File: src/verilog/ptio_defs.vh
`ifndef PTIO_DEFS_VH
`define PTIO_DEFS_VH
// command codes in the low command byte
`define PTIO_CMD_READ 8'h01
`define PTIO_CMD_STOP 8'h02
`define PTIO_CMD_INH 8'h04
`define PTIO_CMD_RD_INH 8'h05
`define PTIO_CMD_ST_INH 8'h06
`define PTIO_CMD_ALW 8'h08
`define PTIO_CMD_RD_ALW 8'h09
`define PTIO_CMD_ST_ALW 8'h0A
// status bytes
`define PTIO_STAT_NONE 8'h00
`define PTIO_STAT_TERR 8'h04
`define PTIO_STAT_DNR 8'h40
// default station address of the transmitter (even, nonzero)
`define PTIO_STATION_DEF 8'h10
// minimum characters per read command
`define PTIO_MIN_CHARS 2'h2
// punch cycle length: 60 characters per second at 100 MHz
`define PTIO_PUNCH_US 16667
`define PTIO_CLK_MHZ 100
`define PTIO_PUNCH_CYC (`PTIO_PUNCH_US * `PTIO_CLK_MHZ)
`endif

File: src/verilog/ptio_ctrl.v
// What this block does
// - eight command codes; combined codes do both
// - stop latched, executed after next character once two are read
// - inhibit drops request, service still recorded
// - every receiver command clears timing error
// - allow acts at once, reraises pending request
// - read starts only when reader ready
// - each read reads at least two characters
// - data-in acknowledged only for fresh valid character
// - msb on line 8, lsb on line 15
// - data-out acknowledged unless busy or not ready
// - address-in drives requester address, no acknowledge
// - status-in drives status byte, no acknowledge
// - receiver not ready status reads 0x40
// - punch not ready status reads 0x40
// - overrun status reads 0x04
// - servicing instruction clears interrupt request
// - data-in clears receiver service-required state
// - transmitter even address, receiver next odd
// - receiver requests interrupt on each character
// - transmitter requests interrupt after each punch
// - status-in clears request and status indicator
`timescale 1ns/10ps
`default_nettype none
`include "ptio_defs.vh"
module ptio_ctrl #(
   parameter [7:0] STATION = `PTIO_STATION_DEF,
   parameter PUNCH_CYCLES = `PTIO_PUNCH_CYC
) (
   input wire clock,
   input wire rst_b,
   input wire [7:0] bus_addr,
   input wire [7:0] bus_wdata,
   input wire command_out_instr,
   input wire data_in_instr,
   input wire data_out_instr,
   input wire address_in_instr,
   input wire status_in_instr,
   output reg [0:7] bus_rdata_ff,
   output reg ack_ff,
   output reg rx_irq_ff,
   output reg tx_irq_ff,
   input wire rdr_run,
   input wire rdr_spool_on,
   input wire rdr_rewind_off,
   input wire rdr_power_on,
   input wire rdr_char_strobe,
   input wire [7:0] rdr_char,
   output reg rdr_drive_ff,
   input wire pun_power_on,
   input wire pun_tape_in,
   input wire pun_low_tape,
   output reg [7:0] pun_data_ff,
   output reg pun_start_ff
);
   // ----------------------------------------
   // decode
   // ----------------------------------------
   function is_code;
      input [7:0] c;
      begin
         is_code = (c == `PTIO_CMD_READ) || (c == `PTIO_CMD_STOP) ||
            (c == `PTIO_CMD_INH) || (c == `PTIO_CMD_RD_INH) ||
            (c == `PTIO_CMD_ST_INH) || (c == `PTIO_CMD_ALW) ||
            (c == `PTIO_CMD_RD_ALW) || (c == `PTIO_CMD_ST_ALW);
      end
   endfunction

   // bit0 of the byte lands on line 15, so a reversed vector index keeps msb on line 8
   function [0:7] to_lines;
      input [7:0] b;
      begin
         to_lines = b;
      end
   endfunction

   wire [7:0] tx_addr = {STATION[7:1], 1'b0};
   wire [7:0] rx_addr = {STATION[7:1], 1'b1};
   wire sel_tx = (bus_addr == tx_addr);
   wire sel_rx = (bus_addr == rx_addr);

   wire cmd_ok = command_out_instr && is_code(bus_wdata);
   wire rx_cmd = cmd_ok && sel_rx;
   wire tx_cmd = cmd_ok && sel_tx && ((bus_wdata == `PTIO_CMD_INH) ||
      (bus_wdata == `PTIO_CMD_ALW));
   wire c_read = bus_wdata[0];
   wire c_stop = bus_wdata[1];
   wire c_inh = bus_wdata[2] || (bus_wdata == `PTIO_CMD_ST_INH);
   wire c_alw = bus_wdata[3];

   wire rdr_ready = rdr_run && rdr_spool_on && rdr_rewind_off && rdr_power_on;
   wire pun_dnr = !pun_power_on || !pun_tape_in || pun_low_tape;

   // ----------------------------------------
   // state
   // ----------------------------------------
   reg rx_allow_ff, tx_allow_ff;
   reg rx_svc_ff, tx_svc_ff;
   reg rx_new_ff, terr_ff;
   reg stop_pend_ff;
   reg [1:0] char_cnt_ff;
   reg [7:0] rx_buf_ff;
   reg rx_dnr_int_ff;
   reg tx_dnr_ff;
   wire pun_busy, pun_done;

   ptio_punch_timer #(
      .CYCLES(PUNCH_CYCLES)
   ) u_timer (
      .clock(clock),
      .rst_b(rst_b),
      .start(pun_start_ff),
      .busy_ff(pun_busy),
      .done_ff(pun_done)
   );

   wire di = data_in_instr && sel_rx;
   wire do_ = data_out_instr && sel_tx;
   wire si_rx = status_in_instr && sel_rx;
   wire si_tx = status_in_instr && sel_tx;
   wire ai = address_in_instr;
   wire di_ok = di && rx_new_ff && !terr_ff && rdr_ready;
   wire do_free = !pun_busy && !pun_start_ff;
   wire do_ok = do_ && do_free && !pun_dnr;
   wire do_take = do_ && do_free;
   wire ai_rx = ai && rx_irq_ff;
   wire ai_tx = ai && tx_irq_ff && !rx_irq_ff;
   wire rd_start = rx_cmd && c_read;

   // ----------------------------------------
   // receiver
   // ----------------------------------------
   always @(posedge clock) begin
      if (!rst_b) begin
         rx_allow_ff <= 1'b0;
         rx_svc_ff <= 1'b0;
         rx_new_ff <= 1'b0;
         terr_ff <= 1'b0;
         stop_pend_ff <= 1'b0;
         char_cnt_ff <= 2'h0;
         rx_buf_ff <= 8'h00;
         rdr_drive_ff <= 1'b0;
         rx_dnr_int_ff <= 1'b0;
      end else begin
         if (rx_cmd && c_inh) rx_allow_ff <= 1'b0;
         if (rx_cmd && c_alw) rx_allow_ff <= 1'b1;
         if (rx_cmd) begin
            if (rd_start && rdr_ready) begin
               rdr_drive_ff <= 1'b1;
               char_cnt_ff <= 2'h0;
               stop_pend_ff <= 1'b0;
            end
            if (c_stop) stop_pend_ff <= 1'b1;
         end
         if (rd_start && !rdr_ready) rx_dnr_int_ff <= 1'b1;
         else if (si_rx || ai_rx) rx_dnr_int_ff <= 1'b0;
         // clears first, so a character in the same cycle wins
         if (rx_cmd || si_rx) terr_ff <= 1'b0;
         if (di) rx_svc_ff <= 1'b0;
         if (di_ok) rx_new_ff <= 1'b0;
         if (rdr_char_strobe && rdr_drive_ff) begin
            rx_buf_ff <= rdr_char;
            rx_svc_ff <= 1'b1;
            rx_new_ff <= 1'b1;
            if (rx_new_ff && !di_ok) terr_ff <= 1'b1;
            if (char_cnt_ff != `PTIO_MIN_CHARS) char_cnt_ff <= char_cnt_ff + 2'h1;
            if ((stop_pend_ff || (rx_cmd && c_stop)) &&
                  (char_cnt_ff + 2'h1 >= `PTIO_MIN_CHARS)) begin
               rdr_drive_ff <= 1'b0;
               stop_pend_ff <= 1'b0;
            end
         end else if (stop_pend_ff && !rdr_drive_ff) begin
            stop_pend_ff <= 1'b0;
         end
      end
   end

   // ----------------------------------------
   // transmitter
   // ----------------------------------------
   always @(posedge clock) begin
      if (!rst_b) begin
         tx_allow_ff <= 1'b0;
         tx_svc_ff <= 1'b0;
         tx_dnr_ff <= 1'b0;
         pun_data_ff <= 8'h00;
         pun_start_ff <= 1'b0;
      end else begin
         pun_start_ff <= 1'b0;
         if (tx_cmd && c_inh) tx_allow_ff <= 1'b0;
         if (tx_cmd && c_alw) tx_allow_ff <= 1'b1;
         if (do_take) begin
            // byte is punched even when not acknowledged
            pun_data_ff <= bus_wdata;
            pun_start_ff <= 1'b1;
         end
         if (do_ok) tx_svc_ff <= 1'b0;
         if (si_tx) tx_dnr_ff <= 1'b0;
         if (pun_done) tx_svc_ff <= 1'b1;
         if (do_ && pun_dnr) tx_dnr_ff <= 1'b1;
      end
   end

   // ----------------------------------------
   // interrupt requests
   // ----------------------------------------
   // request lines are recomputed from held service state, so allow reraises at once
   reg rx_req_clr_ff, tx_req_clr_ff;
   always @(posedge clock) begin
      if (!rst_b) begin
         rx_req_clr_ff <= 1'b0;
         tx_req_clr_ff <= 1'b0;
         rx_irq_ff <= 1'b0;
         tx_irq_ff <= 1'b0;
      end else begin
         if (rdr_char_strobe && rdr_drive_ff) rx_req_clr_ff <= 1'b0;
         else if (ai_rx || di || si_rx) rx_req_clr_ff <= 1'b1;
         if (pun_done) tx_req_clr_ff <= 1'b0;
         else if (ai_tx || do_ok || si_tx) tx_req_clr_ff <= 1'b1;
         rx_irq_ff <= !(rx_cmd && c_inh) && (rx_allow_ff || (rx_cmd && c_alw)) &&
            ((rx_svc_ff && !rx_req_clr_ff && !di && !si_rx && !ai_rx) ||
            (rdr_char_strobe && rdr_drive_ff) || (rd_start && !rdr_ready) ||
            (rx_dnr_int_ff && !si_rx && !ai_rx));
         tx_irq_ff <= !(tx_cmd && c_inh) && (tx_allow_ff || (tx_cmd && c_alw)) &&
            ((tx_svc_ff && !tx_req_clr_ff && !ai_tx && !do_ok && !si_tx) ||
            pun_done || (do_ && pun_dnr));
      end
   end

   // ----------------------------------------
   // bus answer
   // ----------------------------------------
   reg [7:0] rx_stat, tx_stat;
   always @* begin
      rx_stat = `PTIO_STAT_NONE;
      if (!rdr_ready || rx_dnr_int_ff) rx_stat = `PTIO_STAT_DNR;
      else if (terr_ff) rx_stat = `PTIO_STAT_TERR;
      tx_stat = (pun_dnr || tx_dnr_ff) ? `PTIO_STAT_DNR : `PTIO_STAT_NONE;
   end

   always @(posedge clock) begin
      if (!rst_b) begin
         bus_rdata_ff <= 8'h00;
         ack_ff <= 1'b0;
      end else begin
         ack_ff <= (rx_cmd || tx_cmd) || di_ok || do_ok;
         bus_rdata_ff <= 8'h00;
         if (di) bus_rdata_ff <= to_lines(rx_buf_ff);
         else if (si_rx) bus_rdata_ff <= to_lines(rx_stat);
         else if (si_tx) bus_rdata_ff <= to_lines(tx_stat);
         else if (ai_rx) bus_rdata_ff <= to_lines(rx_addr);
         else if (ai_tx) bus_rdata_ff <= to_lines(tx_addr);
      end
   end
endmodule
`default_nettype wire

File: src/verilog/ptio_punch_timer.v
`timescale 1ns/10ps
`default_nettype none
// ----------------------------------------
// punch cycle timer
// ----------------------------------------
module ptio_punch_timer #(
   parameter CYCLES = 1666700
) (
   input wire clock,
   input wire rst_b,
   input wire start,
   output reg busy_ff,
   output reg done_ff
);
   reg [31:0] cnt_ff;
   always @(posedge clock) begin
      if (!rst_b) begin
         cnt_ff <= 32'h0;
         busy_ff <= 1'b0;
         done_ff <= 1'b0;
      end else begin
         done_ff <= 1'b0;
         if (start && !busy_ff) begin
            busy_ff <= 1'b1;
            cnt_ff <= 32'h0;
         end else if (busy_ff) begin
            if (cnt_ff >= CYCLES - 1) begin
               busy_ff <= 1'b0;
               done_ff <= 1'b1;
            end else begin
               cnt_ff <= cnt_ff + 32'h1;
            end
         end
      end
   end
endmodule
`default_nettype wire

File: config.mk
export PLATFORM = sky130hd
export DESIGN_NAME = ptio_ctrl
export DESIGN_NICKNAME = d
export VERILOG_FILES = /design/src/verilog/ptio_ctrl.v /design/src/verilog/ptio_punch_timer.v
export VERILOG_INCLUDE_DIRS = /design/src /design/src/verilog
export SDC_FILE = /design/constraint.sdc
export NUM_CORES = 1
export LEC_CHECK = 0
export BUFFER_PORTS_ARGS = -buffer_cell sky130_fd_sc_hd__buf_2
export CAP_MARGIN = 20
export CORE_MARGIN = 3
export CORE_UTILIZATION = 59
export DETAILED_ROUTE_END_ITERATION = 8
export PLACE_DENSITY = 0.91
export SLEW_MARGIN = 20
export SYNTH_ARGS = -nofsm -noshare
export SYNTH_HDL_FRONTEND = slang
export SYNTH_SLANG_ARGS = --single-unit
export TNS_END_PERCENT = 10
File: constraint.sdc
create_clock -name clock -period 4 [get_ports clock]
set_input_delay 0.4 -clock clock [delete_from_list [all_inputs] [get_ports clock]]
set_output_delay 0.4 -clock clock [all_outputs]
set_load 0.05 [all_outputs]
==> results.txt, run 1 <==
Status -> finished clean
Tcrit/Tclk final -> 60.40%
Synth top cells by count -> 76 x dfxtp_1, 45 x nand2_1, 36 x a21oi_1
Antenna violations before repair -> 0
CTS tree -> done
Static leakage -> 0.001514 uW
Minimum clock period -> 2.416 ns
Final setup viols -> 0
# clock sinks -> 76
Synth area leader -> dfxtp_1
Util after Layout -> 72.33%
Yosys top cell area share -> 47.35%
Final nets -> 464
CP Class -> reg -> reg
Setup TNS -> 0 ns
Worst Tran Pin Value -> 0.9013 ns
First-pass GRT wire length -> 12.15 mm
Avg Synthesized Cell Area -> 8.661 um2
Drc violations -> 0
Core ar. -> 5172 um2
DIE HEIGHT -> 79.80 um
Ys Warns -> 0
Worst hold path type -> in -> reg
Worst setup EP type -> flop
Rel. slew slack -> 39.91%
Power density over the cells -> 384.5 nW/um2
Worst skew pair latency -> 0.33 ns
Pin count of the biggest net entering global routing -> 30
Vias -> 2894
Peak VDD IR -> 300.2 uV
Initial DRC Count -> 162
EDFF count, synth -> 0
Critical path fanouts, max -> 29
Gr ovfl total -> 0
IO Port Bufs -> 59
Antenna diodes -> 0
Total GRT Usage -> 23.87%
Routed Antenna Nets -> 0
Count of final hold-check violations -> 0
Via density -> 5.835
Prevailing post-synth register cell -> dfxtp_1
Top-level port count -> 60
Distinct cells, synth -> 48
Post-CTS Resized -> 0
Max-cap violations -> 0
Layout cells sized above 1 -> 18.54%
Placed wire-length estimate -> 5.008 mm
Hold Buf Count CTS -> 0
Post-Syn Instances -> 371
Die area -> 6367 um2
Starting Density -> 62.12%
WL final -> 7.031 mm
Async SR Flop Fraction -> 0%
Area of the mapped netlist -> 3213 um2
Fill count -> 368
Slew Viols, Final -> 0
Register area share after synthesis -> 47.35%
Count leader, synth -> dfxtp_1
Required @ worst endpoint -> 4.26 ns
Post-Syn Nets -> 414
Startpoint types -> flop
RePlAce Congestion -> 0.8642
Synth area leaders -> dfxtp_1 47%, a21oi_1 5.6%, nand2_1 5.3%, and3_1 4.1%, nor2_1 3.3%
Area grow syn2layout -> 16.43%
RSZ-0062 raised after global routing -> no
H-Tree Depth -> 3
Vias in the first global route -> 2763
Root buffer cell -> clkbuf_8
Std cell rows -> 26
Clock skew -> 0.008342 ns
Clock transition at path regs -> 0.08 ns
Drt wl/cell -> 14.18 um
Die X -> 79.80 um
Bufs on Longest Clock Path -> 2
FMAX -> 413.9 MHz
TritonCTS Buffers -> 9
Yosys reg bits -> 76
DR pass1 iterations -> 4
CP arrival -> 2.68 ns
# Post-CTS Setup Buffers -> 0
==> final cells by class <==
class / instances / area (um2) / share of cell area, %
multi-input cells: 267 / 1585 / 42.37
flip-flops and latches: 76 / 1521 / 40.67
repair buffers: 60 / 302.8 / 8.094
clock buffers: 12 / 145.1 / 3.880
well taps: 70 / 87.58 / 2.341
clock inverters: 4 / 72.57 / 1.940
inverters: 7 / 26.28 / 0.7023
==> worst paths after layout <==
check | from | endpoint | slack, ns | depth (start not counted)
max | u_timer.cnt_ff[0] | u_timer.cnt_ff[9] | 1.58 | 6
min | rdr_char[3] | rx_buf_ff[3] | 0.31 | 3
max reg2reg | u_timer.cnt_ff[0] | u_timer.cnt_ff[9] | 1.58 | 6
min reg2reg | u_timer.done_ff | tx_req_clr_ff | 0.44 | 1
==> stage by stage <==
stage	instances	setup WS (ns)	hold slack, ns	power [uW]	cell area (um2)
3_5_place_dp	480	1.581	0.4199	821.2	3523
6_report	496	1.584	0.3052	1439	3741
3_3_place_gp	480	1.681	0.4283	820.0	3523
2_1_floorplan	371	1.972	0.4000	792.7	3213
5_1_grt	496	1.350	0.2863	1485	3741
4_1_cts	496	1.596	0.2903	1448	3741
==> layout by cell type (no fill, tap or decap), types with 9 or more instances in the layout <==
cell type,Yosys,layout
o21ai_0,11,11
a21oi_1,36,36
nand3_1,11,11
nor4_1,9,9
clkbuf_8,0,10
nand4_1,11,11
nor2_1,28,28
and3_1,21,21
dfxtp_1,76,76
buf_2,1,59
nand2_1,45,45
mux2i_1,10,10
==> worst max-delay path, stage by stage (launching register included) <==
cell and delay [ns]:
dfxtp_1 0.34, ha_1 0.28, o21ai_0 0.18, a2bb2oi_1 0.11
a311o_1 0.67, or4_1 0.61, a21oi_1 0.15
==> power by group <==
part	leakage, uW	total, uW	internal, uW	switching [uW]
Combinational	0.000796	48.0	18.4	29.6
Sequential	0.000612	756	756	0.118
Clock	0.000107	634	368	266
==> state kept, by name, indices dropped and copies added (netlist names), 8 cells and up, named ones only <==
register,cells
rx_buf_ff,8
u_timer.cnt_ff,32
bus_rdata_ff,8
pun_data_ff,8
==> cell families (layout without fill, tap and decap cells) <==
logic type	after synthesis	in the layout	synth area share, %
DFF	76	76	47.35
AOI/OAI and AO/OA	82	82	16.04
xor gates and xnor gates	3	3	0.8179
muxes	10	10	3.115
and+or+nand+nor	168	168	27.80
buffers and inverters	28	83	3.310
adders and majority gates	4	4	1.558
==> layer usage <==
layer | share of wire, % | track usage (%)
met1 | 42 | 29.14
met4 | 1.6 | 8.108
met5 | 0 | 0
met2 | 50 | 40.40
met3 | 6.0 | 6.659
Power figures use the tool's default switching activity.
==> run 2: changes to the inputs <==
--- a/config.mk
+++ b/config.mk
@@ -9,9 +9,9 @@
 export BUFFER_PORTS_ARGS = -buffer_cell sky130_fd_sc_hd__buf_2
 export CAP_MARGIN = 20
 export CORE_MARGIN = 3
-export CORE_UTILIZATION = 59
+export CORE_UTILIZATION = 49
 export DETAILED_ROUTE_END_ITERATION = 8
-export PLACE_DENSITY = 0.91
+export PLACE_DENSITY = 0.82
 export SLEW_MARGIN = 20
 export SYNTH_ARGS = -nofsm -noshare
 export SYNTH_HDL_FRONTEND = slang
==> constraint.sdc (replaced) <==
create_clock -name clock -period 2 [get_ports clock]
set_input_delay 0.2 -clock clock [delete_from_list [all_inputs] [get_ports clock]]
set_output_delay 0.2 -clock clock [all_outputs]
set_load 0.05 [all_outputs]
==> run 2 against run 1 <==
Sequential power up 100%. Worst setup slack got worse by 1.6 ns. Sequential share of layout area decreased by 3.5 points. Fmax increased by 18%. Global-route usage shrank 2.5 points. Clock power grew 110%. Via count up 8.9%. Critical path depth fell by 1. Final cell count grew 7.5%. The run now ends with setup timing left. Design area is 9.7% higher. Clock-buffer cell count fell by 1.
==> results.txt, run 2 (synthesis results as in run 1) <==
Family with the most delay on the worst path -> simple AND/OR/NAND/NOR gates
Vias -> 3151
Setup TNS -> -0.1828 ns
H-Tree Depth -> 3
Drt wl/cell -> 15.09 um
CP arrival -> 2.33 ns
Status -> finished with violations
Layout cells sized above 1 -> 28.82%
Final worst slack -> -0.04545 ns
Via density -> 5.912
Max-cap violations -> 0
IO Port Bufs -> 59
Startpoint types -> flop
Fin area -> 4103 um2
CTS tree -> done
Final setup viols -> 8
Gr ovfl total -> 0
RSZ-0062 raised after global routing -> yes
Fill count -> 477
Sequential Area -> 1524 um2
CP Class -> reg -> reg
Hold Buf Count CTS -> 0
Highest-delay cell along the critical path -> a311o_2
Peak VDD IR -> 425.1 uV
Commonest non-fill, non-tap cell in the layout -> dfxtp_1
Area grow syn2layout -> 27.69%
FMAX -> 488.9 MHz
Rel. slew slack -> 70.56%
DP Area -> 3750 um2
Worst setup EP type -> flop
Vias in the first global route -> 2931
Required @ worst endpoint -> 2.28 ns
Die X -> 86.98 um
Clock transition at path regs -> 0.08 ns
Core ar. -> 6131 um2
Root buffer cell -> clkbuf_8
Tcrit/Tclk final -> 102.3%
Routed Antenna Nets -> 0
Die area -> 7565 um2
Failing checks -> setup timing
RePlAce Congestion -> 0.8140
Top-level port count -> 60
Drc violations -> 0
Antenna diodes -> 0
Most frequent cells in the layout -> 74 x dfxtp_1, 60 x buf_2, 45 x nand2_1
Antenna violations before repair -> 0
Worst hold path type -> in -> reg
# clock sinks -> 76
Std cell rows -> 28
Minimum clock period -> 2.045 ns
Worst Tran Pin Value -> 0.4383 ns
Starting Density -> 52.41%
Biggest register -> u_timer.cnt_ff
First-pass GRT wire length -> 13.06 mm
Max reg flops -> 32
Initial DRC Count -> 200
CP cell instances -> nor4_4 -> nand4b_1 -> a311o_2 -> or4_4 -> a21oi_2
Placed wire-length estimate -> 5.587 mm
CP bufs+invs -> 0
Static leakage -> 0.001693 uW
Pin count of the biggest net entering global routing -> 22
Worst skew pair latency -> 0.34 ns
DR pass1 iterations -> 5
Final nets -> 496
CP peak stage delay -> 0.50 ns
Bufs on Longest Clock Path -> 2
Multi-input gate area -> 1693 um2
Slew Viols, Final -> 0
Count of final hold-check violations -> 0
Power density over the cells -> 714.3 nW/um2
Clock skew -> 0.005977 ns
WL final -> 8.043 mm
TritonCTS Buffers -> 9
DIE HEIGHT -> 86.98 um
Critical path fanouts, max -> 6
Total GRT Usage -> 21.41%
-- run 2: layout make-up --
| cell class | instances | area share [%] |
|---|---|---|
| Timing Repair Buffer | 91 | 13.17 |
| Clock inverter | 5 | 2.043 |
| Sequential cell | 76 | 37.15 |
| Tap cell | 75 | 2.287 |
| Multi-Input combinational cell | 268 | 41.26 |
| Inverter | 7 | 0.6404 |
| Clock buffer | 11 | 3.446 |
-- run 2: through the flow --
stage / util (%) / std cells / setup slack [ns] / total power [uW] / hold slack [ns]
global route: 66.92 / 533 / -0.1553 / 3018 / 0.1017
finish: 66.92 / 533 / -0.04545 / 2931 / 0.09392
global placement: 61.16 / 514 / -0.02373 / 1650 / 0.4206
CTS: 65.14 / 532 / -0.01367 / 2952 / 0.07591
floorplan: - / 371 / 0.02341 / 1585 / 0.3076
detailed placement: 61.16 / 514 / -0.05140 / 1652 / 0.4307
-- run 2: layer usage --
layer	GRT usage, %	share of wire (%)
met5	0	0
met3	3.500	6.8
met2	34.78	47
met4	9.207	1.7
met1	28.06	44
-- run 2: path summary, 6_finish.rpt --
path / depth (start not counted) / slack [ns] / start / to
min: 3 / 0.09 / rdr_char[2] / rx_buf_ff[2]
min reg2reg: 1 / 0.45 / u_timer.done_ff / tx_req_clr_ff
max: 5 / -0.05 / u_timer.cnt_ff[26] / u_timer.cnt_ff[9]
max reg2reg: 5 / -0.05 / u_timer.cnt_ff[26] / u_timer.cnt_ff[9]
-- run 2: tightest hold or removal path: stages --
cell and delay [ns]:
buf_2 0.09, nand2_1 0.05, a21oi_1 0.05
-- run 2: power breakdown --
part | switching [uW] | internal, uW
clock network | 569 | 742
registers | 0.206 | 1510
logic | 65.7 | 42.6
-- run 2: repair_timing --
action                                  4_1_cts  5_1_grt
endpoints found under the hold margin         0        0
endpoints found under the setup margin       10       16
resized for setup                             1       24
pin swaps                                     3       22
setup buffers                                 1        0
gates cloned                                  1        1
==> run 3: changes to the inputs <==
--- a/config.mk
+++ b/config.mk
@@ -6,12 +6,13 @@
 export SDC_FILE = /design/constraint.sdc
 export NUM_CORES = 1
 export LEC_CHECK = 0
+export ABC_AREA = 1
 export BUFFER_PORTS_ARGS = -buffer_cell sky130_fd_sc_hd__buf_2
 export CAP_MARGIN = 20
 export CORE_MARGIN = 3
-export CORE_UTILIZATION = 49
+export CORE_UTILIZATION = 51
 export DETAILED_ROUTE_END_ITERATION = 8
-export PLACE_DENSITY = 0.82
+export PLACE_DENSITY = 0.83
 export SLEW_MARGIN = 20
 export SYNTH_ARGS = -nofsm -noshare
 export SYNTH_HDL_FRONTEND = slang
==> run 3 against run 2 <==
The flow now finishes without violations. Clock skew down 0.0012 ns. Critical path depth up 4. Non-clock buffer count down 23. Register-to-register slack improved by 0.25 ns. Design area is 2.9% higher. Total power fell by 9.1%. Utilization shrank 5.4 points. Combinational power fell by 9%. Via count up 13%. Critical endpoint is now u_timer.cnt_ff[16]. Largest power group unchanged. Highest routed layer unchanged.
==> results.txt, run 3 <==
Power density over the cells -> 630.9 nW/um2
Required @ worst endpoint -> 2.28 ns
Die area -> 8236 um2
# Post-CTS Setup Buffers -> 0
Worst Tran Pin Value -> 0.5652 ns
Pin count of the biggest net entering global routing -> 33
Status -> finished clean
Biggest register -> u_timer.cnt_ff
Max reg flops -> 32
Worst setup EP type -> flop
Top-level port count -> 60
Vias in the first global route -> 3427
Switching pwr -> 621.2 uW
Slew Viols, Final -> 0
Simple-gate share of the synthesized area -> 34.19%
H-Tree Depth -> 3
Drc violations -> 0
Clock skew -> 0.004789 ns
CTS tree -> done
Non-Filler Instances -> 685
Placed wire-length estimate -> 6.492 mm
Main combinational cell family by area after synthesis -> simple AND/OR/NAND/NOR gates
Overall power -> 2664 uW
Gr ovfl total -> 0
Die X -> 90.76 um
WL final -> 8.701 mm
Setup TNS -> 0 ns
Hold Buf Count CTS -> 0
Yosys top cell area share -> 41.53%
Avg Synthesized Cell Area -> 6.978 um2
Synth area leader -> dfxtp_1
Placed cell count -> 669
Area of the mapped netlist -> 3664 um2
Area grow syn2layout -> 15.27%
Routed Antenna Nets -> 0
Post-Syn Nets -> 568
Commonest non-fill, non-tap cell in the layout -> nand2_1
Total GRT Usage -> 22.09%
Antenna violations before repair -> 0
Distinct cells, synth -> 36
Async SR Flop Fraction -> 0%
Fill count -> 626
FF-to-FF setup slack -> 0.20 ns
Count of final hold-check violations -> 0
Worst skew pair latency -> 0.35 ns
Initial DRC Count -> 231
Tcrit/Tclk final -> 89.85%
Std cell rows -> 30
Final setup viols -> 0
Startpoint types -> flop
Sw frac -> 23.32%
Minimum clock period -> 1.797 ns
Layout cells sized above 1 -> 18.00%
Rel. slew slack -> 62.09%
Core ar. -> 6869 um2
CP arrival -> 2.08 ns
DR pass1 iterations -> 5
Synth Area in XOR/XNOR -> 1.673%
Critical path fanouts, max -> 7
TritonCTS Buffers -> 9
Static leakage -> 0.001684 uW
Adder-cell share of the synthesized area -> 1.366%
Clock transition at path regs -> 0.08 ns
RSZ-0062 raised after global routing -> no
Fin Hold WS -> 0.1259 ns
Most frequent cells in the layout -> 130 x nand2_1, 76 x dfxtp_1, 66 x nor2_1
Antenna diodes -> 0
Bufs on Longest Clock Path -> 2
Combinational power share -> 3.7%
Mux contribution to synthesized area -> 0%
Pint -> 2043 uW
Synth top cells by count -> 130 x nand2_1, 76 x dfxtp_1, 66 x nor2_1
DIE HEIGHT -> 90.76 um
RePlAce Congestion -> 0.8799
Post-Syn Instances -> 525
Count leader, synth -> nand2_1
Vias -> 3557
IO Port Bufs -> 59
Post-synthesis compound-gate area fraction -> 12.36%
Register area share after synthesis -> 41.53%
Final nets -> 627
First-pass GRT wire length -> 15.04 mm
EDFF count, synth -> 0
CP Class -> reg -> reg
Via density -> 5.193
Clock share of power -> 39.5%
Yosys reg bits -> 76
Prevailing post-synth register cell -> dfxtp_1
Drt wl/cell -> 12.70 um
Ys Warns -> 0
Max-cap violations -> 0
Peak VDD IR -> 585.9 uV
Share of power burned in registers -> 56.8%
Synth area leaders -> dfxtp_1 42%, nand2_1 13%, nor2_1 6.8%, nand4_1 6.3%, inv_1 5.8%
Root buffer cell -> clkbuf_8
Worst hold path type -> in -> reg
FMAX -> 556.5 MHz
# clock sinks -> 76
Starting Density -> 53.33%
[run 3: cell count changes after synthesis, sizes merged, moves of 7 or more]
cell	before	now
a21oi	36	46
and3	21	0
inv	6	58
mux2i	10	0
nand2	45	135
nand3	11	25
nand4	11	37
nor2	28	71
nor4	11	0
o21ai	11	24
or3	7	0
[run 3: final cells by class]
cell class	instances	area, um2	area share (%)
inverters	59	221.5	5.244
clock buffers	12	145.1	3.437
multi-input cells	370	1819	43.08
clock inverters	4	32.53	0.7704
flip-flops and latches	76	1521	36.03
repair buffers	68	362.8	8.593
well taps	96	120.1	2.844
[run 3: stage by stage]
stage / util, % / instance area [um2] / setup WS (ns)
after floorplan: - / 3664 / 0.4547
after detailed placement: 58.85 / 4043 / 0.2182
after CTS: 61.44 / 4220 / 0.1721
after global placement: 58.85 / 4043 / 0.2518
after global routing: 61.48 / 4223 / 0.04417
final: 61.48 / 4223 / 0.2030
[run 3: logic make-up after synthesis]
kind of cell | count (synthesis)
flip-flops | 76
adder cells (fa/ha/maj) | 4
XOR/XNOR | 7
buffers and inverters | 79
AND/OR/NAND/NOR | 280
AO/OA/AOI/OAI | 79
[run 3: final timing paths]
path / from / to / cells past startpoint
worst max-delay path: u_timer.cnt_ff[0] / u_timer.cnt_ff[16] / 9
worst min-delay path: rdr_char[0] / rx_buf_ff[0] / 3
worst max register to register: u_timer.cnt_ff[0] / u_timer.cnt_ff[16] / 9
worst min register to register: u_timer.cnt_ff[24] / u_timer.cnt_ff[24] / 2
[run 3: per-layer routing]
| metal | GRT usage (%) | share of wire, % | up-vias |
|---|---|---|---|
| li1 | - | - | 1836 |
| met1 | 26.70 | 44 | 1608 |
| met2 | 37.55 | 49 | 102 |
| met3 | 6.500 | 5.6 | 11 |
| met4 | 7.015 | 1.4 | 0 |
| met5 | 0 | 0 | - |
[run 3: repair_timing]
action / in CTS / in global routing
setup endpoints to repair: 0 / 2
resized for setup: 0 / 1
hold endpoints to repair: 0 / 0
[run 3: critical path: stages, from the launching register on]
cell and delay [ns]:
dfxtp_1 0.47, ha_2 0.29, nand3_1 0.21, inv_1 0.18
nand2_1 0.11, nor2_1 0.12, nand2_1 0.05, nand2_1 0.07
nand4_1 0.08, a21oi_1 0.14
[run 3: power by group through the flow]
| stage | Clock, uW | Sequential, uW | Combinational (uW) |
|---|---|---|---|
| after detailed placement | 0 | 1550 | 97.7 |
| after CTS | 1080 | 1510 | 98.0 |
| after global placement | 0 | 1550 | 93.9 |
| final | 1050 | 1510 | 98.6 |
| after floorplan | 0 | 1550 | 41.9 |
| after global routing | 1150 | 1510 | 109 |
